<file path="src/gpd_map.svh">
// Register indices, field widths, reset values and bus codes for the
// GPIO data and direction block.
// Assumes inclusion by bare name from the package and the design modules.
`ifndef GPD_MAP_SVH
`define GPD_MAP_SVH

// Register indices; the AXI4-Lite byte address is four times the index.
`define GPD_IDX_PORT_B_DATA 14'h0001
`define GPD_IDX_PORT_C_DATA 14'h0002
`define GPD_IDX_STRONG_DRIVE 14'h30af
`define GPD_IDX_PORT_A_OE 14'h30b0
`define GPD_IDX_PORT_B_OE 14'h30b1
`define GPD_IDX_PORT_C_OE 14'h30b2
`define GPD_IDX_PORT_B_IE 14'h30b9
`define GPD_IDX_PORT_C_IE 14'h30ba
`define GPD_IDX_PORT_A_PE 14'h30f0
`define GPD_IDX_PORT_B_PE 14'h30f1
`define GPD_IDX_PORT_C_PE 14'h30f2

// Implemented widths of each port.
`define GPD_PORT_A_W 6
`define GPD_PORT_B_W 8
`define GPD_PORT_C_W 4
`define GPD_DRIVE_W 2

// Field positions inside the strong drive register and of the port B pins it controls.
`define GPD_DRIVE_PIN_FOUR 0
`define GPD_DRIVE_PIN_FIVE 1
`define GPD_PIN_FOUR 4
`define GPD_PIN_FIVE 5

`define GPD_RESET_BYTE 8'h00
`define GPD_RESP_OKAY 2'h0
`define GPD_RESP_SLVERR 2'h2

`endif

</file>
<file path="src/gpd_pkg.sv">
// Types shared by the GPIO data and direction block.
// Assumes gpd_map.svh is on the include path.
`include "gpd_map.svh"

package gpd_pkg;

   typedef logic [7:0] gpd_byte_t;

   typedef enum {
      GPD_SEL_NONE,
      GPD_SEL_PORT_B_DATA,
      GPD_SEL_PORT_C_DATA,
      GPD_SEL_STRONG_DRIVE,
      GPD_SEL_PORT_A_OE,
      GPD_SEL_PORT_B_OE,
      GPD_SEL_PORT_C_OE,
      GPD_SEL_PORT_B_IE,
      GPD_SEL_PORT_C_IE,
      GPD_SEL_PORT_A_PE,
      GPD_SEL_PORT_B_PE,
      GPD_SEL_PORT_C_PE
   } gpd_sel_t;

   // Any address outside the low 64 KiB, or not word aligned, is unmapped.
   function automatic gpd_sel_t gpd_decode(input logic [31:0] addr);
      gpd_sel_t sel;
      sel = GPD_SEL_NONE;
      if (addr[31:16] == 16'h0000 && addr[1:0] == 2'h0) begin
         unique case (addr[15:2])
            `GPD_IDX_PORT_B_DATA: sel = GPD_SEL_PORT_B_DATA;
            `GPD_IDX_PORT_C_DATA: sel = GPD_SEL_PORT_C_DATA;
            `GPD_IDX_STRONG_DRIVE: sel = GPD_SEL_STRONG_DRIVE;
            `GPD_IDX_PORT_A_OE: sel = GPD_SEL_PORT_A_OE;
            `GPD_IDX_PORT_B_OE: sel = GPD_SEL_PORT_B_OE;
            `GPD_IDX_PORT_C_OE: sel = GPD_SEL_PORT_C_OE;
            `GPD_IDX_PORT_B_IE: sel = GPD_SEL_PORT_B_IE;
            `GPD_IDX_PORT_C_IE: sel = GPD_SEL_PORT_C_IE;
            `GPD_IDX_PORT_A_PE: sel = GPD_SEL_PORT_A_PE;
            `GPD_IDX_PORT_B_PE: sel = GPD_SEL_PORT_B_PE;
            `GPD_IDX_PORT_C_PE: sel = GPD_SEL_PORT_C_PE;
            default: sel = GPD_SEL_NONE;
         endcase
      end
      return sel;
   endfunction

endpackage

</file>
<file path="src/gpd_reg_if.sv">
// Internal register access path between the bus slave and the register file.
// Assumes both ends run on the same clock.
`timescale 1ns/1ps

interface gpd_reg_if;
   import gpd_pkg::*;

   logic wr_en;
   logic [31:0] wr_addr;
   gpd_byte_t wr_data;
   logic wr_err;
   logic [31:0] rd_addr;
   gpd_byte_t rd_data;
   logic rd_err;

   modport slave_side (
      output wr_en,
      output wr_addr,
      output wr_data,
      input wr_err,
      output rd_addr,
      input rd_data,
      input rd_err
   );

   modport regs_side (
      input wr_en,
      input wr_addr,
      input wr_data,
      output wr_err,
      input rd_addr,
      output rd_data,
      output rd_err
   );
endinterface

</file>
<file path="src/gpd_port_top.sv">
// GPIO data and direction registers for ports B and C, port A drive
// enables, pullup enables and strong drive control, behind AXI4-Lite.
// Assumes pin inputs are asynchronous and the pad resolves level from
// the drive value and drive enable outputs.
`timescale 1ns/1ps
`include "gpd_map.svh"

module gpd_port_top
   import gpd_pkg::*;
(
   input wire logic aclk,
   input wire logic aresetn,
   input wire logic [31:0] s_axil_awaddr,
   input wire logic s_axil_awvalid,
   output logic s_axil_awready,
   input wire logic [31:0] s_axil_wdata,
   input wire logic [3:0] s_axil_wstrb,
   input wire logic s_axil_wvalid,
   output logic s_axil_wready,
   output logic [1:0] s_axil_bresp,
   output logic s_axil_bvalid,
   input wire logic s_axil_bready,
   input wire logic [31:0] s_axil_araddr,
   input wire logic s_axil_arvalid,
   output logic s_axil_arready,
   output logic [31:0] s_axil_rdata,
   output logic [1:0] s_axil_rresp,
   output logic s_axil_rvalid,
   input wire logic s_axil_rready,
   output logic [`GPD_PORT_A_W-1:0] port_a_drive_enable_bits,
   output logic [`GPD_PORT_A_W-1:0] port_a_pullup_on,
   input wire logic [`GPD_PORT_B_W-1:0] port_b_pin_in,
   output logic [`GPD_PORT_B_W-1:0] port_b_data_bits,
   output logic [`GPD_PORT_B_W-1:0] port_b_drive_enable_bits,
   output logic [`GPD_PORT_B_W-1:0] port_b_pullup_on,
   output logic port_b_pin_four_strong,
   output logic port_b_pin_five_strong,
   input wire logic [`GPD_PORT_C_W-1:0] port_c_pin_in,
   output logic [`GPD_PORT_C_W-1:0] port_c_data_bits,
   output logic [`GPD_PORT_C_W-1:0] port_c_drive_enable_bits,
   output logic [`GPD_PORT_C_W-1:0] port_c_pullup_on
);
   // =====================================================================
   // Bus front end and pin synchronisers
   // =====================================================================
   gpd_reg_if regs ();

   gpd_axil_slave u_slave (
      .aclk(aclk),
      .aresetn(aresetn),
      .s_axil_awaddr(s_axil_awaddr),
      .s_axil_awvalid(s_axil_awvalid),
      .s_axil_awready(s_axil_awready),
      .s_axil_wdata(s_axil_wdata),
      .s_axil_wstrb(s_axil_wstrb),
      .s_axil_wvalid(s_axil_wvalid),
      .s_axil_wready(s_axil_wready),
      .s_axil_bresp(s_axil_bresp),
      .s_axil_bvalid(s_axil_bvalid),
      .s_axil_bready(s_axil_bready),
      .s_axil_araddr(s_axil_araddr),
      .s_axil_arvalid(s_axil_arvalid),
      .s_axil_arready(s_axil_arready),
      .s_axil_rdata(s_axil_rdata),
      .s_axil_rresp(s_axil_rresp),
      .s_axil_rvalid(s_axil_rvalid),
      .s_axil_rready(s_axil_rready),
      .regs(regs.slave_side)
   );

   logic [`GPD_PORT_B_W-1:0] port_b_level;
   logic [`GPD_PORT_C_W-1:0] port_c_level;

   gpd_sync #(.WIDTH(`GPD_PORT_B_W)) u_sync_b (
      .aclk(aclk),
      .aresetn(aresetn),
      .async_in(port_b_pin_in),
      .sync_out(port_b_level)
   );

   gpd_sync #(.WIDTH(`GPD_PORT_C_W)) u_sync_c (
      .aclk(aclk),
      .aresetn(aresetn),
      .async_in(port_c_pin_in),
      .sync_out(port_c_level)
   );

   // =====================================================================
   // Register storage
   // =====================================================================
   logic [`GPD_PORT_B_W-1:0] pb_data_reg;
   logic [`GPD_PORT_C_W-1:0] pc_data_reg;
   logic [`GPD_DRIVE_W-1:0] drive_reg;
   logic [`GPD_PORT_A_W-1:0] pa_oe_reg;
   logic [`GPD_PORT_B_W-1:0] pb_oe_reg;
   logic [`GPD_PORT_C_W-1:0] pc_oe_reg;
   logic [`GPD_PORT_B_W-1:0] pb_ie_reg;
   logic [`GPD_PORT_C_W-1:0] pc_ie_reg;
   logic [`GPD_PORT_A_W-1:0] pa_pe_reg;
   logic [`GPD_PORT_B_W-1:0] pb_pe_reg;
   logic [`GPD_PORT_C_W-1:0] pc_pe_reg;
   gpd_sel_t wr_sel;
   gpd_sel_t rd_sel;

   assign wr_sel = gpd_decode(regs.wr_addr);
   assign rd_sel = gpd_decode(regs.rd_addr);
   assign regs.wr_err = (wr_sel == GPD_SEL_NONE);

   // Data is stored whatever the direction, so a value can be staged
   // before its drive enable is set and no stale level reaches the pin.
   always_ff @(posedge aclk) begin
      if (!aresetn) begin
         pb_data_reg <= '0;
         pc_data_reg <= '0;
      end else if (regs.wr_en) begin
         if (wr_sel == GPD_SEL_PORT_B_DATA) begin
            pb_data_reg <= regs.wr_data;
         end
         if (wr_sel == GPD_SEL_PORT_C_DATA) begin
            pc_data_reg <= regs.wr_data[`GPD_PORT_C_W-1:0];
         end
      end
   end

   always_ff @(posedge aclk) begin
      if (!aresetn) begin
         pa_oe_reg <= '0;
         pb_oe_reg <= '0;
         pc_oe_reg <= '0;
      end else if (regs.wr_en) begin
         if (wr_sel == GPD_SEL_PORT_A_OE) begin
            pa_oe_reg <= regs.wr_data[`GPD_PORT_A_W-1:0];
         end
         if (wr_sel == GPD_SEL_PORT_B_OE) begin
            pb_oe_reg <= regs.wr_data;
         end
         if (wr_sel == GPD_SEL_PORT_C_OE) begin
            pc_oe_reg <= regs.wr_data[`GPD_PORT_C_W-1:0];
         end
      end
   end

   always_ff @(posedge aclk) begin
      if (!aresetn) begin
         pb_ie_reg <= '0;
         pc_ie_reg <= '0;
      end else if (regs.wr_en) begin
         if (wr_sel == GPD_SEL_PORT_B_IE) begin
            pb_ie_reg <= regs.wr_data;
         end
         if (wr_sel == GPD_SEL_PORT_C_IE) begin
            pc_ie_reg <= regs.wr_data[`GPD_PORT_C_W-1:0];
         end
      end
   end

   always_ff @(posedge aclk) begin
      if (!aresetn) begin
         pa_pe_reg <= '0;
         pb_pe_reg <= '0;
         pc_pe_reg <= '0;
      end else if (regs.wr_en) begin
         if (wr_sel == GPD_SEL_PORT_A_PE) begin
            pa_pe_reg <= regs.wr_data[`GPD_PORT_A_W-1:0];
         end
         if (wr_sel == GPD_SEL_PORT_B_PE) begin
            pb_pe_reg <= regs.wr_data;
         end
         if (wr_sel == GPD_SEL_PORT_C_PE) begin
            pc_pe_reg <= regs.wr_data[`GPD_PORT_C_W-1:0];
         end
      end
   end

   always_ff @(posedge aclk) begin
      if (!aresetn) begin
         drive_reg <= '0;
      end else if (regs.wr_en && wr_sel == GPD_SEL_STRONG_DRIVE) begin
         drive_reg <= regs.wr_data[`GPD_DRIVE_W-1:0];
      end
   end

   // =====================================================================
   // Read-back of the data, drive enable, input enable, pullup and strong drive registers
   // =====================================================================
   // The drive enable decides the source even when the input path is on;
   // a pin with neither enable reads zero here, a value software must
   // not rely on.
   logic [`GPD_PORT_B_W-1:0] pb_read;
   logic [`GPD_PORT_C_W-1:0] pc_read;

   for (genvar i = 0; i < `GPD_PORT_B_W; i++) begin : g_pb_read
      assign pb_read[i] = pb_oe_reg[i] ? pb_data_reg[i] :
         (pb_ie_reg[i] & port_b_level[i]);
   end

   for (genvar i = 0; i < `GPD_PORT_C_W; i++) begin : g_pc_read
      assign pc_read[i] = pc_oe_reg[i] ? pc_data_reg[i] :
         (pc_ie_reg[i] & port_c_level[i]);
   end

   always_comb begin
      regs.rd_err = 1'b0;
      regs.rd_data = `GPD_RESET_BYTE;
      unique case (rd_sel)
         GPD_SEL_PORT_B_DATA: regs.rd_data = pb_read;
         GPD_SEL_PORT_C_DATA: regs.rd_data = {4'h0, pc_read};
         GPD_SEL_STRONG_DRIVE: regs.rd_data = {6'h00, drive_reg};
         GPD_SEL_PORT_A_OE: regs.rd_data = {2'h0, pa_oe_reg};
         GPD_SEL_PORT_B_OE: regs.rd_data = pb_oe_reg;
         GPD_SEL_PORT_C_OE: regs.rd_data = {4'h0, pc_oe_reg};
         GPD_SEL_PORT_B_IE: regs.rd_data = pb_ie_reg;
         GPD_SEL_PORT_C_IE: regs.rd_data = {4'h0, pc_ie_reg};
         GPD_SEL_PORT_A_PE: regs.rd_data = {2'h0, pa_pe_reg};
         GPD_SEL_PORT_B_PE: regs.rd_data = pb_pe_reg;
         GPD_SEL_PORT_C_PE: regs.rd_data = {4'h0, pc_pe_reg};
         GPD_SEL_NONE: regs.rd_err = 1'b1;
      endcase
   end

   // =====================================================================
   // Pin side
   // =====================================================================
   // Drive value and enable come straight from their registers, so a
   // write shows on the pins at the edge that completes it.
   assign port_b_data_bits = pb_data_reg;
   assign port_c_data_bits = pc_data_reg;
   assign port_a_drive_enable_bits = pa_oe_reg;
   assign port_b_drive_enable_bits = pb_oe_reg;
   assign port_c_drive_enable_bits = pc_oe_reg;

   // Derived pad controls are registered; they trail the register write
   // by one cycle, which only delays a pullup or drive-strength change.
   always_ff @(posedge aclk) begin
      if (!aresetn) begin
         port_a_pullup_on <= '0;
         port_b_pullup_on <= '0;
         port_c_pullup_on <= '0;
      end else begin
         port_a_pullup_on <= pa_pe_reg & ~pa_oe_reg;
         port_b_pullup_on <= pb_pe_reg & ~pb_oe_reg;
         port_c_pullup_on <= pc_pe_reg & ~pc_oe_reg;
      end
   end

   always_ff @(posedge aclk) begin
      if (!aresetn) begin
         port_b_pin_four_strong <= 1'b0;
         port_b_pin_five_strong <= 1'b0;
      end else begin
         port_b_pin_four_strong <= drive_reg[`GPD_DRIVE_PIN_FOUR] &
            pb_oe_reg[`GPD_PIN_FOUR];
         port_b_pin_five_strong <= drive_reg[`GPD_DRIVE_PIN_FIVE] &
            pb_oe_reg[`GPD_PIN_FIVE];
      end
   end
endmodule

</file>
<file path="src/gpd_sync.sv">
// Two flip-flop synchroniser for a group of pin levels.
// Assumes the pins are asynchronous to aclk; only the second stage is read.
`timescale 1ns/1ps

module gpd_sync #(
   parameter int WIDTH = 8
) (
   input wire logic aclk,
   input wire logic aresetn,
   input wire logic [WIDTH-1:0] async_in,
   output logic [WIDTH-1:0] sync_out
);
   logic [WIDTH-1:0] meta_reg;

   always_ff @(posedge aclk) begin
      if (!aresetn) begin
         meta_reg <= '0;
         sync_out <= '0;
      end else begin
         meta_reg <= async_in;
         sync_out <= meta_reg;
      end
   end
endmodule

</file>
<file path="src/gpd_axil_slave.sv">
// AXI4-Lite slave front end: holds write address and data, issues one register
// access per transaction and returns the response a cycle later.
// Assumes a register file that answers in the same cycle it is addressed.
`timescale 1ns/1ps
`include "gpd_map.svh"

module gpd_axil_slave
   import gpd_pkg::*;
(
   input wire logic aclk,
   input wire logic aresetn,
   input wire logic [31:0] s_axil_awaddr,
   input wire logic s_axil_awvalid,
   output logic s_axil_awready,
   input wire logic [31:0] s_axil_wdata,
   input wire logic [3:0] s_axil_wstrb,
   input wire logic s_axil_wvalid,
   output logic s_axil_wready,
   output logic [1:0] s_axil_bresp,
   output logic s_axil_bvalid,
   input wire logic s_axil_bready,
   input wire logic [31:0] s_axil_araddr,
   input wire logic s_axil_arvalid,
   output logic s_axil_arready,
   output logic [31:0] s_axil_rdata,
   output logic [1:0] s_axil_rresp,
   output logic s_axil_rvalid,
   input wire logic s_axil_rready,
   gpd_reg_if.slave_side regs
);
   logic aw_held_reg;
   logic w_held_reg;
   logic [31:0] awaddr_reg;
   logic [7:0] wdata_reg;
   logic wstrb0_reg;
   logic wr_fire;
   logic ar_fire;

   // =====================================================================
   // Write path
   // =====================================================================
   assign wr_fire = aw_held_reg && w_held_reg && !s_axil_bvalid;
   // A write with byte lane 0 cleared stores nothing but still answers.
   assign regs.wr_en = wr_fire && wstrb0_reg;
   assign regs.wr_addr = awaddr_reg;
   assign regs.wr_data = wdata_reg;

   always_ff @(posedge aclk) begin
      if (!aresetn) begin
         aw_held_reg <= 1'b0;
         awaddr_reg <= '0;
         s_axil_awready <= 1'b0;
      end else begin
         s_axil_awready <= 1'b0;
         if (s_axil_awvalid && s_axil_awready) begin
            aw_held_reg <= 1'b1;
            awaddr_reg <= s_axil_awaddr;
         end else if (wr_fire) begin
            aw_held_reg <= 1'b0;
         end else if (!aw_held_reg && s_axil_awvalid && !s_axil_awready) begin
            s_axil_awready <= 1'b1;
         end
      end
   end

   always_ff @(posedge aclk) begin
      if (!aresetn) begin
         w_held_reg <= 1'b0;
         wdata_reg <= `GPD_RESET_BYTE;
         wstrb0_reg <= 1'b0;
         s_axil_wready <= 1'b0;
      end else begin
         s_axil_wready <= 1'b0;
         if (s_axil_wvalid && s_axil_wready) begin
            w_held_reg <= 1'b1;
            wdata_reg <= s_axil_wdata[7:0];
            wstrb0_reg <= s_axil_wstrb[0];
         end else if (wr_fire) begin
            w_held_reg <= 1'b0;
         end else if (!w_held_reg && s_axil_wvalid && !s_axil_wready) begin
            s_axil_wready <= 1'b1;
         end
      end
   end

   always_ff @(posedge aclk) begin
      if (!aresetn) begin
         s_axil_bvalid <= 1'b0;
         s_axil_bresp <= `GPD_RESP_OKAY;
      end else if (wr_fire) begin
         s_axil_bvalid <= 1'b1;
         s_axil_bresp <= regs.wr_err ? `GPD_RESP_SLVERR : `GPD_RESP_OKAY;
      end else if (s_axil_bready) begin
         s_axil_bvalid <= 1'b0;
      end
   end

   // =====================================================================
   // Read path
   // =====================================================================
   assign ar_fire = s_axil_arvalid && s_axil_arready;
   assign regs.rd_addr = s_axil_araddr;

   always_ff @(posedge aclk) begin
      if (!aresetn) begin
         s_axil_arready <= 1'b0;
         s_axil_rvalid <= 1'b0;
         s_axil_rdata <= '0;
         s_axil_rresp <= `GPD_RESP_OKAY;
      end else begin
         s_axil_arready <= 1'b0;
         if (ar_fire) begin
            s_axil_rvalid <= 1'b1;
            s_axil_rdata <= {24'h000000, regs.rd_data};
            s_axil_rresp <= regs.rd_err ? `GPD_RESP_SLVERR : `GPD_RESP_OKAY;
         end else if (s_axil_rvalid) begin
            if (s_axil_rready) begin
               s_axil_rvalid <= 1'b0;
            end
         end else if (s_axil_arvalid && !s_axil_arready) begin
            s_axil_arready <= 1'b1;
         end
      end
   end
endmodule

</file>
<file path="config.mk">
export PLATFORM = sky130hd
export DESIGN_NAME = gpd_port_top
export DESIGN_NICKNAME = d
export VERILOG_FILES = /design/src/gpd_pkg.sv /design/src/gpd_reg_if.sv /design/src/gpd_port_top.sv /design/src/gpd_sync.sv /design/src/gpd_axil_slave.sv
export VERILOG_INCLUDE_DIRS = /design/src
export SDC_FILE = /design/constraint.sdc
export NUM_CORES = 1
export LEC_CHECK = 0
export BUFFER_PORTS_ARGS = -buffer_cell sky130_fd_sc_hd__buf_2
export CAP_MARGIN = 20
export CORE_MARGIN = 8
export CORE_UTILIZATION = 50
export CTS_BUF_LIST = sky130_fd_sc_hd__clkbuf_8
export CTS_CLUSTER_SIZE = 16
export DETAILED_ROUTE_END_ITERATION = 7
export MAX_ROUTING_LAYER = met4
export PLACE_DENSITY = 0.79
export RECOVER_POWER = 100
export SLEW_MARGIN = 10
export SYNTH_ARGS = -nofsm -noshare
export SYNTH_HDL_FRONTEND = slang
export SYNTH_SLANG_ARGS = --single-unit
</file>
<file path="constraint.sdc">
create_clock -name aclk -period 6.71 [get_ports aclk]
set_clock_uncertainty 0.1 [all_clocks]
set_input_delay 1.0065 -clock aclk [delete_from_list [all_inputs] [get_ports aclk]]
set_output_delay 1.0065 -clock aclk [all_outputs]
set_load 0.005 [all_outputs]
</file>
==> parameters.txt, run 1 <==
Parameter                              Value

Setup path
  Critical path endpoint category ... flip-flop
  CP max-delay cell ... sky130_fd_sc_hd__nor4_1
  Worst path cell trace ... or4_1 -> nor4_1 -> nand4_1 -> a2111oi_0 -> nor2b_1 -> mux2i_1 -> nor2_1
  Startpoint-to-endpoint class of the critical path ... reg -> reg
  Arrival time at the worst endpoint ... approximately 4700 ps
  Required time at the endpoint of the critical path ... 6860 ps
  Delay of the slowest cell on the worst path ... ~970 ps
  Worst-case register-to-register setup slack ... between 2000 and 2500 ps
  Critical Path Start Type ... flip-flop
  Critical-path maximum fanout ... 8
  Cell class contributing the biggest share of worst-path delay ... simple AND/OR/NAND/NOR gates
  Critical path buffer and inverter count ... 0

Clocking
  Clock Sinks ... 164
  Count of hold-fix buffers inserted at cts ... 0
  Maximum level of the CTS H-tree ... 4
  CTS resizes ... 0
  Clock latency of the later-clocked register in the worst-skew pair ... 460 ps
  Clock Pin Slew Worst Setup and Hold Paths ... 90 ps
  Clock tree buffer depth ... 2
  Number of setup buffers added after CTS ... 0
  Clock buffer count from CTS ... 17
  TritonCTS clock tree ... built
  Clock root buffer master ... sky130_fd_sc_hd__clkbuf_8

Place
  Detailed Place HPWL ... ~15000 µm
  IO Port Bufs ... 156
  Gpl congestion ... roughly 0.95
  DP Area ... approximately 7900 µm²

Logic synthesis
  Xor-xnor portion of the synthesized cell area ... 0.001224
  Fraction of registers with async set or reset after synthesis ... 0
  Mapped cell area ... 7153 µm²
  Fraction of synthesized area in multiplexers ... 0.07871
  Count of synthesis-stage warnings from yosys ... 0
  Distinct cells, synth ... 64
  Area share of and/or/nand/nor cells after synthesis ... 0.2692
  Cell type contributing the most total cell area after synthesis ... sky130_fd_sc_hd__dfxtp_1
  EDFF count, synth ... 0
  Post-synthesis cell count ... slightly above 800
  Primary flip-flop cell chosen by synthesis mapping ... sky130_fd_sc_hd__dfxtp_1
  Synth top area share ... 0.4590
  Synthesized area divided by synthesized cell count ... 8.713 µm²
  Commonest cells in the synthesized netlist ... sky130_fd_sc_hd__dfxtp_1 (164), sky130_fd_sc_hd__nand2_1 (157), sky130_fd_sc_hd__a21oi_1 (58), sky130_fd_sc_hd__mux2i_1 (54)
  Adder-Cell Fraction of Synth Area ... 0
  Most frequently used cell type in the post-synthesis netlist ... sky130_fd_sc_hd__dfxtp_1
  Portion of the post-synthesis area used by sequential elements ... 0.4590
  Synth Area in Compound Gates ... 0.1368
  Most area-consuming cells after synthesis ... sky130_fd_sc_hd__dfxtp_1 (46%), sky130_fd_sc_hd__nand2_1 (8.2%), sky130_fd_sc_hd__mux2i_1 (7.6%), sky130_fd_sc_hd__a21oi_1 (4.1%), sky130_fd_sc_hd__and2_1 (3.7%)
  Main combinational cell family by area after synthesis ... simple AND/OR/NAND/NOR gates
  FF+latch count, synth ... 164

Finish
  Area of the multi-input gates ... between 3000 and 4000 µm²
  FF+latch area ... roughly 3300 µm²
  Share of final-layout standard cells stronger than drive strength 1 ... 0.1446
  Final-layout fill cell count ... 1298
  Post-Layout Inst Area ... 8198 µm²
  Antenna diode count ... 0
  Count of nets after finishing ... 1081
  Number of flip-flops in the largest register ... 32
  Final Util ... 0.5883
  Area growth, synth to finish ... 14.61%

Timing
  Worst max-slew margin expressed relative to the limit ... -0.5541
  Final Critical Period ... ~4500 ps
  Hold Slack ... 330.4 ps
  Max Slew Vio Count ... 54
  Final Hold Fails ... 0
  Unrepaired setup endpoints after global routing ... false
  Number of failing setup endpoints in the final timing report ... 0
  Final clock period utilization by the worst path ... 0.6752
  Setup TNS ... 0 ps
  Highest achievable clock rate ... 220.7 MHz
  Transition time at the pin with the least slew margin ... 2331 ps

Floorplanning
  Floorplan die height ... 135.6 µm
  Core Rows ... between 40 and 50
  Die boundary width ... 135.6 µm
  Starting density of the core ... 0.5133
  Die area ... between 15000 and 20000 µm²
  Core region area ... 13930 µm²
  Number of top-level pins ... 210

Route
  DRC violation count after routing ... 0
  Drt first-iter violations ... 674
  Number of iterations in the first detailed-routing pass ... 6
  Antenna violation net count after detailed routing ... 0
  Detailed-route wire length ... 20090 µm
  Via/cell ratio ... 5.593
  Wirelength per Cell ... 17.39 µm
  Overall via count from detail_route ... 6460

Global routing
  Pin count of the biggest net entering global routing ... approximately 80
  Global-route wire length before repair ... roughly 31000 µm
  Sum of overflow across all layers after global routing ... 0
  Initial antenna violation count ... 0
  Via count of the first global-routing pass ... between 6000 and 7000
  Global-route total usage across every layer ... 0.2196

Power
  Maximum VDD drop ... between 0.00015 and 0.0002 V
  Total power ... 1.803 mW
  Pwr per Cell Area ... 219.9 nW/µm²
  Leakage dissipation ... 3.247 nW

Job
  Max Cap Viol ... 1

Status
  Failing checks ... max-capacitance violations, max-slew violations
  Status ... complete, but fails checks

Worst hold path
  Kind of path behind the tightest hold check ... reg -> reg
-- worst register-to-register path, cell delays in order (launching register included) --
cell	delay, ps
sky130_fd_sc_hd__dfxtp_1	320
sky130_fd_sc_hd__or4_1	650
sky130_fd_sc_hd__nor4_1	970
sky130_fd_sc_hd__nand4_1	280
sky130_fd_sc_hd__a2111oi_0	860
sky130_fd_sc_hd__nor2b_1	810
sky130_fd_sc_hd__mux2i_1	270
sky130_fd_sc_hd__nor2_1	60
-- where the power goes --
group / internal [mW] / leakage, nW / switching (mW)
logic: 0.0404 / 1.73 / 0.0622
clock network: 0.313 / 0.190 / 0.386
registers: 0.989 / 1.33 / 0.0118
-- logic make-up after synthesis --
family                    after synthesis
and+or+nand+nor                       372
DFF                                   164
AOI/OAI and AO/OA                     152
buffers and inverters                  75
muxes                                  56
xor gates and xnor gates                1
other                                   1
-- worst paths after layout --
check        cells after the start                     start                          end
max reg2reg                      7  u_slave.regs.wr_addr[10]  port_a_drive_enable_bits[0]
max                              7  u_slave.regs.wr_addr[10]  port_a_drive_enable_bits[0]
min reg2reg                      1      u_sync_b.meta_reg[4]         u_sync_b.sync_out[4]
min                              1      u_sync_b.meta_reg[4]         u_sync_b.sync_out[4]
-- final cells by class --
type / instances / area share
clock buffer: 18 / 0.03022
multi-input combinational: 607 / 0.4292
clock inverter: 14 / 0.01725
tap: 180 / 0.02747
timing repair buffer: 161 / 0.09035
sequential: 164 / 0.4005
inverter: 11 / 0.005037
-- per-layer routing --
metal | up-vias | share of wire | track usage | wire length [µm]
met5 | - | 0 | - | 0
li1 | 3153 | - | - | -
met2 | 306 | 0.45 | 0.3260 | 9066
met1 | 2962 | 0.43 | 0.2795 | 8596
met3 | 39 | 0.099 | 0.05823 | 1979
met4 | 0 | 0.022 | 0.08390 | 446
-- cells in the final DEF, fill, tap and decap left out, types with 10 or more instances in the layout --
master,synthesis,routed
sky130_fd_sc_hd__dfxtp_1,164,164
sky130_fd_sc_hd__nand2_1,157,159
sky130_fd_sc_hd__buf_2,6,97
sky130_fd_sc_hd__clkbuf_1,30,61
sky130_fd_sc_hd__a21oi_1,58,58
sky130_fd_sc_hd__mux2i_1,54,54
sky130_fd_sc_hd__nor2_1,42,42
sky130_fd_sc_hd__and2_1,42,37
sky130_fd_sc_hd__o21ai_0,26,28
sky130_fd_sc_hd__conb_1,1,26
sky130_fd_sc_hd__nor3b_1,20,21
sky130_fd_sc_hd__nand3_1,20,20
sky130_fd_sc_hd__nor4_1,18,19
sky130_fd_sc_hd__clkbuf_8,0,18
sky130_fd_sc_hd__nand2b_1,11,11
sky130_fd_sc_hd__nor3_1,11,11
sky130_fd_sc_hd__inv_1,10,11
sky130_fd_sc_hd__nand4_1,9,10
-- through the flow --
stage               cells  setup WS, ps
floorplan             846          3516
global placement     1120          2682
detailed placement   1120          2557
CTS                  1152          3040
global route         1155          1904
finish               1155          2180
Note: power is estimated with default switching activity, not from simulation.
==> run 2: changes to the inputs <==
==> constraint.sdc (replaced) <==
create_clock -name aclk -period 4.2 [get_ports aclk]
set_clock_uncertainty 0.1 [all_clocks]
set_input_delay 0.63 -clock aclk [delete_from_list [all_inputs] [get_ports aclk]]
set_output_delay 0.63 -clock aclk [all_outputs]
set_load 0.005 [all_outputs]
==> parameters.txt, run 2 (same netlist as run 1, synthesis figures left out) <==
Parameter                              Value

Clocking
  Number of setup buffers added after CTS ... 0
  Clock Pin Slew Worst Setup and Hold Paths ... 90 ps
  Clock latency of the later-clocked register in the worst-skew pair ... 460 ps
  CTS resizes ... 0
  Clock Sinks ... approximately 160
  Clock buffer count from CTS ... 17
  TritonCTS clock tree ... built
  Maximum level of the CTS H-tree ... 4
  Clock tree buffer depth ... 2
  Count of hold-fix buffers inserted at cts ... 0
  Clock root buffer master ... sky130_fd_sc_hd__clkbuf_8

Route
  Antenna violation net count after detailed routing ... 0
  Wirelength per Cell ... about 18 µm
  Overall via count from detail_route ... approximately 6400
  Detailed-route wire length ... 20370 µm
  Number of iterations in the first detailed-routing pass ... 5
  Drt first-iter violations ... 691
  Via/cell ratio ... 5.566
  DRC violation count after routing ... 0

Timing
  Worst max-slew margin expressed relative to the limit ... -0.5690
  Final Critical Period ... 3410 ps
  Number of failing setup endpoints in the final timing report ... 0
  Unrepaired setup endpoints after global routing ... false
  Max Slew Vio Count ... 55
  Setup TNS ... 0 ps
  Final Hold Fails ... 0
  Highest achievable clock rate ... 293.3 MHz
  Final clock period utilization by the worst path ... 0.8119
  Transition time at the pin with the least slew margin ... 2354 ps

Finish
  Share of final-layout standard cells stronger than drive strength 1 ... 0.1493
  Count of nets after finishing ... 1084
  Number of flip-flops in the largest register ... 32
  Antenna diode count ... 0
  Leading cell type in the layout, fill and taps excluded ... sky130_fd_sc_hd__dfxtp_1
  Most frequent cells in the layout ... sky130_fd_sc_hd__dfxtp_1 (164), sky130_fd_sc_hd__nand2_1 (159), sky130_fd_sc_hd__buf_2 (101), sky130_fd_sc_hd__a21oi_1 (58), sky130_fd_sc_hd__clkbuf_1 (58)
  Area growth, synth to finish ... 15.34%

Status
  Failing checks ... max-capacitance violations, max-slew violations
  Status ... complete, but fails checks

Setup path
  Reg2Reg Depth ... 7
  Arrival time at the worst endpoint ... 3630 ps
  Critical-path maximum fanout ... 16
  Worst path cell trace ... or4_1 -> nor4_4 -> nand4_1 -> a2111oi_4 -> nand4_1 -> nand3_1 -> o21ai_0
  Worst-case register-to-register setup slack ... 790 ps
  Terminus of the critical flop-to-flop path ... pb_ie_reg[3]
  CP max-delay cell ... sky130_fd_sc_hd__or4_1
  Cell repeated most along the worst path ... sky130_fd_sc_hd__nand4_1
  Startpoint of the worst-slack reg-to-reg timing path ... u_slave.regs.wr_addr[10]
  Delay of the slowest cell on the worst path ... 670 ps
  Required time at the endpoint of the critical path ... 4420 ps
  Critical path endpoint category ... flip-flop
  Critical Path Start Type ... flip-flop
  Startpoint-to-endpoint class of the critical path ... reg -> reg

Place
  Detailed Place HPWL ... between 10000 and 15000 µm
  Gpl congestion ... 0.9482
  IO Port Bufs ... approximately 160

Global routing
  Via count of the first global-routing pass ... 6055
  Global-route wire length before repair ... 31020 µm
  Global-route total usage across every layer ... 0.2191
  Pin count of the biggest net entering global routing ... 81
  Initial antenna violation count ... 0
  Sum of overflow across all layers after global routing ... 0

Worst hold path
  Beginning of the worst hold path ... port_c_pin_in[3]
  Kind of path behind the tightest hold check ... in -> reg
  Hold Crit Endpoint ... u_sync_c.meta_reg[3]
  Cell depth of the worst hold path ... 2

Floorplanning
  Die area ... 18390 µm²
  Floorplan die height ... 135.6 µm
  Core region area ... about 14000 µm²
  Core Rows ... 43
  Die boundary width ... 135.6 µm
  Number of top-level pins ... between 200 and 250
  Starting density of the core ... 0.5133

Job
  Max Cap Viol ... 1

Power
  Pwr per Cell Area ... 353.5 nW/µm²
  Maximum VDD drop ... 0.0002194 V
  Total power ... 2.917 mW
  Leakage dissipation ... 3.299 nW
-- run 2: cell type report --
| type | count | area (µm²) |
|---|---|---|
| fillers | 1319 | 5684 |
| multi-input cells | 607 | 3541 |
| flip-flops and latches | 164 | 3283 |
| repair buffers | 164 | 758.2 |
| clock buffers | 18 | 247.7 |
| well taps | 180 | 225.2 |
| clock inverters | 14 | 153.9 |
| inverters | 11 | 41.29 |
-- run 2: how the worst max path moves through the flow --
stage                     cells past startpoint                     start                       to  slack, ps
after detailed placement                      8          s_axil_araddr[8]  u_slave.s_axil_rdata[1]        910
after global placement                        8          s_axil_araddr[8]  u_slave.s_axil_rdata[1]        930
after floorplan                               7         s_axil_araddr[11]  u_slave.s_axil_rdata[3]       1380
after CTS                                     7  u_slave.regs.wr_addr[10]             pb_ie_reg[6]       1120
final                                         7  u_slave.regs.wr_addr[10]             pb_ie_reg[3]        790
after global routing                          7  u_slave.regs.wr_addr[10]             pb_ie_reg[2]        550
-- run 2: worst max-delay path: cells and delay by family (launching register included) --
kind             cells  cell delay, ps
AND/OR/NAND/NOR      5            2330
flip-flops           1             320
AO/OA/AOI/OAI        2             500
-- run 2: where the power goes --
part           total [mW]  internal (mW)  leakage [nW]  switching [mW]
logic               0.166         0.0645          1.76           0.101
clock network        1.15          0.552         0.206           0.599
registers            1.60           1.58          1.33          0.0198
total                2.92           2.20          3.30           0.720
-- run 2: layer usage --
layer | up-vias | global-route usage | share of wire | wire (µm)
li1 | 3143 | - | - | -
met1 | 2991 | 0.2808 | 0.44 | 8895
met2 | 272 | 0.3271 | 0.45 | 9247
met3 | 40 | 0.05415 | 0.087 | 1778
met4 | 0 | 0.08143 | 0.022 | 452
met5 | - | - | 0 | 0
-- run 2: per-stage QoR --
stage | instance area (µm²) | utilization | cells | hold WS, ps | setup WS [ps]
detailed placement | 7949 | 0.5704 | 1124 | 318.4 | 905.2
CTS | 8351 | 0.5993 | 1156 | 237.0 | 1119
floorplan | 7247 | - | 846 | 297.2 | 1383
global placement | 7949 | 0.5704 | 1124 | 307.5 | 930.5
finish | 8250 | 0.5921 | 1158 | 267.0 | 790.0
global route | 8250 | 0.5921 | 1158 | 243.1 | 548.4
==> run 3: changes to the inputs <==
--- a/config.mk
+++ b/config.mk
@@ -9,7 +9,7 @@
 export BUFFER_PORTS_ARGS = -buffer_cell sky130_fd_sc_hd__buf_2
 export CAP_MARGIN = 20
 export CORE_MARGIN = 8
-export CORE_UTILIZATION = 50
+export CORE_UTILIZATION = 48
 export CTS_BUF_LIST = sky130_fd_sc_hd__clkbuf_8
 export CTS_CLUSTER_SIZE = 16
 export DETAILED_ROUTE_END_ITERATION = 7
==> constraint.sdc (replaced) <==
create_clock -name aclk -period 2.9 [get_ports aclk]
set_clock_uncertainty 0.1 [all_clocks]
set_input_delay 0.435 -clock aclk [delete_from_list [all_inputs] [get_ports aclk]]
set_output_delay 0.435 -clock aclk [all_outputs]
set_load 0.005 [all_outputs]
==> parameters.txt, run 3 (same netlist as run 1, synthesis figures left out) <==
Parameter                              Value

Clocking
  Clock latency of the later-clocked register in the worst-skew pair ... 470 ps
  Maximum level of the CTS H-tree ... 4
  Clock Pin Slew Worst Setup and Hold Paths ... 90 ps
  TritonCTS clock tree ... built
  Clock tree buffer depth ... 2
  Clock root buffer master ... sky130_fd_sc_hd__clkbuf_8
  Clock Sinks ... around 160
  Clock buffer count from CTS ... 17

Setup path
  Startpoint of the worst-slack reg-to-reg timing path ... u_slave.regs.wr_addr[16]
  Required time at the endpoint of the critical path ... 3110 ps
  Startpoint-to-endpoint class of the critical path ... reg -> reg
  Launching element of the worst setup path ... u_slave.regs.wr_addr[16]
  Critical path endpoint category ... flip-flop
  Worst-case register-to-register setup slack ... approximately 160 ps
  Critical-path maximum fanout ... 7
  Reg2Reg Depth ... 7
  Terminus of the critical flop-to-flop path ... port_a_drive_enable_bits[0]
  Critical Path Start Type ... flip-flop
  Arrival time at the worst endpoint ... 2950 ps

Floorplanning
  Number of top-level pins ... 210
  Die area ... 19060 µm²
  Starting density of the core ... 0.4922
  Core Rows ... 44
  Core region area ... 14530 µm²
  Floorplan die height ... around 140 µm
  Die boundary width ... 138.1 µm

Power
  Switching power share of the total ... 0.2503
  Total power ... 4.205 mW
  Pwr per Cell Area ... 494.5 nW/µm²
  Maximum VDD drop ... 0.0003059 V
  Sequential cell fraction of total power ... 0.550
  Net switching power ... approximately 1.1 mW
  Leakage dissipation ... 3.458 nW
  Internal power of the cells ... 3.153 mW
  Part of the total power dissipated in combinational logic ... 0.061
  Clock power share ... 0.389

Timing
  Max Slew Vio Count ... 0
  Final Critical Period ... about 2700 ps
  Highest achievable clock rate ... approximately 370 MHz
  Setup TNS ... 0 ps
  Final Hold Fails ... 0
  Unrepaired setup endpoints after global routing ... false
  Final clock period utilization by the worst path ... 0.9447
  Transition time at the pin with the least slew margin ... 1414 ps
  Number of failing setup endpoints in the final timing report ... 0
  Worst max-slew margin expressed relative to the limit ... 0.05706

Finish
  Area growth, synth to finish ... 18.87%
  Most frequent cells in the layout ... sky130_fd_sc_hd__dfxtp_1 (164), sky130_fd_sc_hd__nand2_1 (157), sky130_fd_sc_hd__buf_2 (105), sky130_fd_sc_hd__clkbuf_1 (60), sky130_fd_sc_hd__a21oi_1 (58)
  Number of flip-flops in the largest register ... 32
  Final-layout fill cell count ... 1404
  Antenna diode count ... 0
  Leading cell type in the layout, fill and taps excluded ... sky130_fd_sc_hd__dfxtp_1
  Count of nets after finishing ... 1115
  Share of final-layout standard cells stronger than drive strength 1 ... 0.1843

Global routing
  Initial antenna violation count ... 0
  Sum of overflow across all layers after global routing ... 0
  Via count of the first global-routing pass ... 6229
  Global-route total usage across every layer ... 0.2139
  Pin count of the biggest net entering global routing ... between 80 and 90
  Global-route wire length before repair ... 32490 µm

Place
  Gpl congestion ... 0.9172
  IO Port Bufs ... 156
  Detailed Place HPWL ... 15590 µm

Route
  Via/cell ratio ... 5.492
  Detailed-route wire length ... 20650 µm
  Drt first-iter violations ... 570
  Overall via count from detail_route ... 6552
  Wirelength per Cell ... 17.31 µm
  Number of iterations in the first detailed-routing pass ... 5
  Antenna violation net count after detailed routing ... 0
  DRC violation count after routing ... 0

Worst hold path
  Cell depth of the worst hold path ... 2
  Kind of path behind the tightest hold check ... in -> reg
  Beginning of the worst hold path ... port_c_pin_in[0]
  Hold Crit Endpoint ... u_sync_c.meta_reg[0]

Job
  Max Cap Viol ... 0

Status
  Status ... finished clean
==> run 3: what timing repair did <==
action	in CTS	in global routing
resized for setup	0	3
setup endpoints to repair	0	42
buffers inserted	0	1
hold buffers	0	0
==> run 3: metrics by stage <==
stage	hold WS [ps]	area [µm²]	setup WS, ps	cells	util
4_1_cts	41.77	8615	46.51	1192	0.5927
3_3_place_gp	305.7	8219	81.20	1160	0.5655
3_5_place_dp	318.4	8219	87.18	1160	0.5655
6_report	66.74	8503	160.5	1193	0.5851
2_1_floorplan	297.2	7247	277.8	846	-
5_1_grt	45.87	8503	38.54	1193	0.5851
==> run 3: worst max path at each step <==
stage	depth (start not counted)	end	slack [ps]
5_1_grt	7	pb_ie_reg[0]	40
2_1_floorplan	7	u_slave.s_axil_rdata[3]	280
3_5_place_dp	9	u_slave.s_axil_rdata[3]	90
6_report	7	port_a_drive_enable_bits[0]	160
3_3_place_gp	9	u_slave.s_axil_rdata[3]	80
4_1_cts	7	port_a_drive_enable_bits[0]	50
==> run 3: layout make-up <==
| cell class | count | area, µm² | area share |
|---|---|---|---|
| Clock buffer | 20 | 275.3 | 0.03237 |
| Clock inverter | 12 | 120.1 | 0.01413 |
| Inverter | 11 | 41.29 | 0.004856 |
| Multi-Input combinational cell | 607 | 3585 | 0.4216 |
| Sequential cell | 164 | 3283 | 0.3861 |
| Tap cell | 184 | 230.2 | 0.02707 |
| Timing Repair Buffer | 195 | 968.4 | 0.1139 |
==> run 3: critical path: stages, from the launching register on <==
cell and delay, ps:
sky130_fd_sc_hd__dfxtp_1 320, sky130_fd_sc_hd__or4_1 530, sky130_fd_sc_hd__or4_4 580, sky130_fd_sc_hd__a2111oi_4 390
sky130_fd_sc_hd__nor2b_1 200, sky130_fd_sc_hd__buf_4 200, sky130_fd_sc_hd__mux2i_1 210, sky130_fd_sc_hd__nor2_1 60
==> run 3: power groups by stage <==
stage | Clock [mW] | Sequential (mW) | Combinational, mW
after global placement | 0 | 2.37 | 0.250
final | 1.64 | 2.31 | 0.255
after floorplan | 0 | 2.36 | 0.174
after global routing | 1.77 | 2.32 | 0.285
after CTS | 1.66 | 2.31 | 0.255
after detailed placement | 0 | 2.37 | 0.254
==> run 3: metal layers <==
metal	track usage	vias to the layer above	part of all wire
met1	0.2627	3022	0.44
met3	0.05171	35	0.083
met2	0.3372	286	0.46
met4	0.07323	0	0.018
met5	-	-	0
li1	-	3209	-
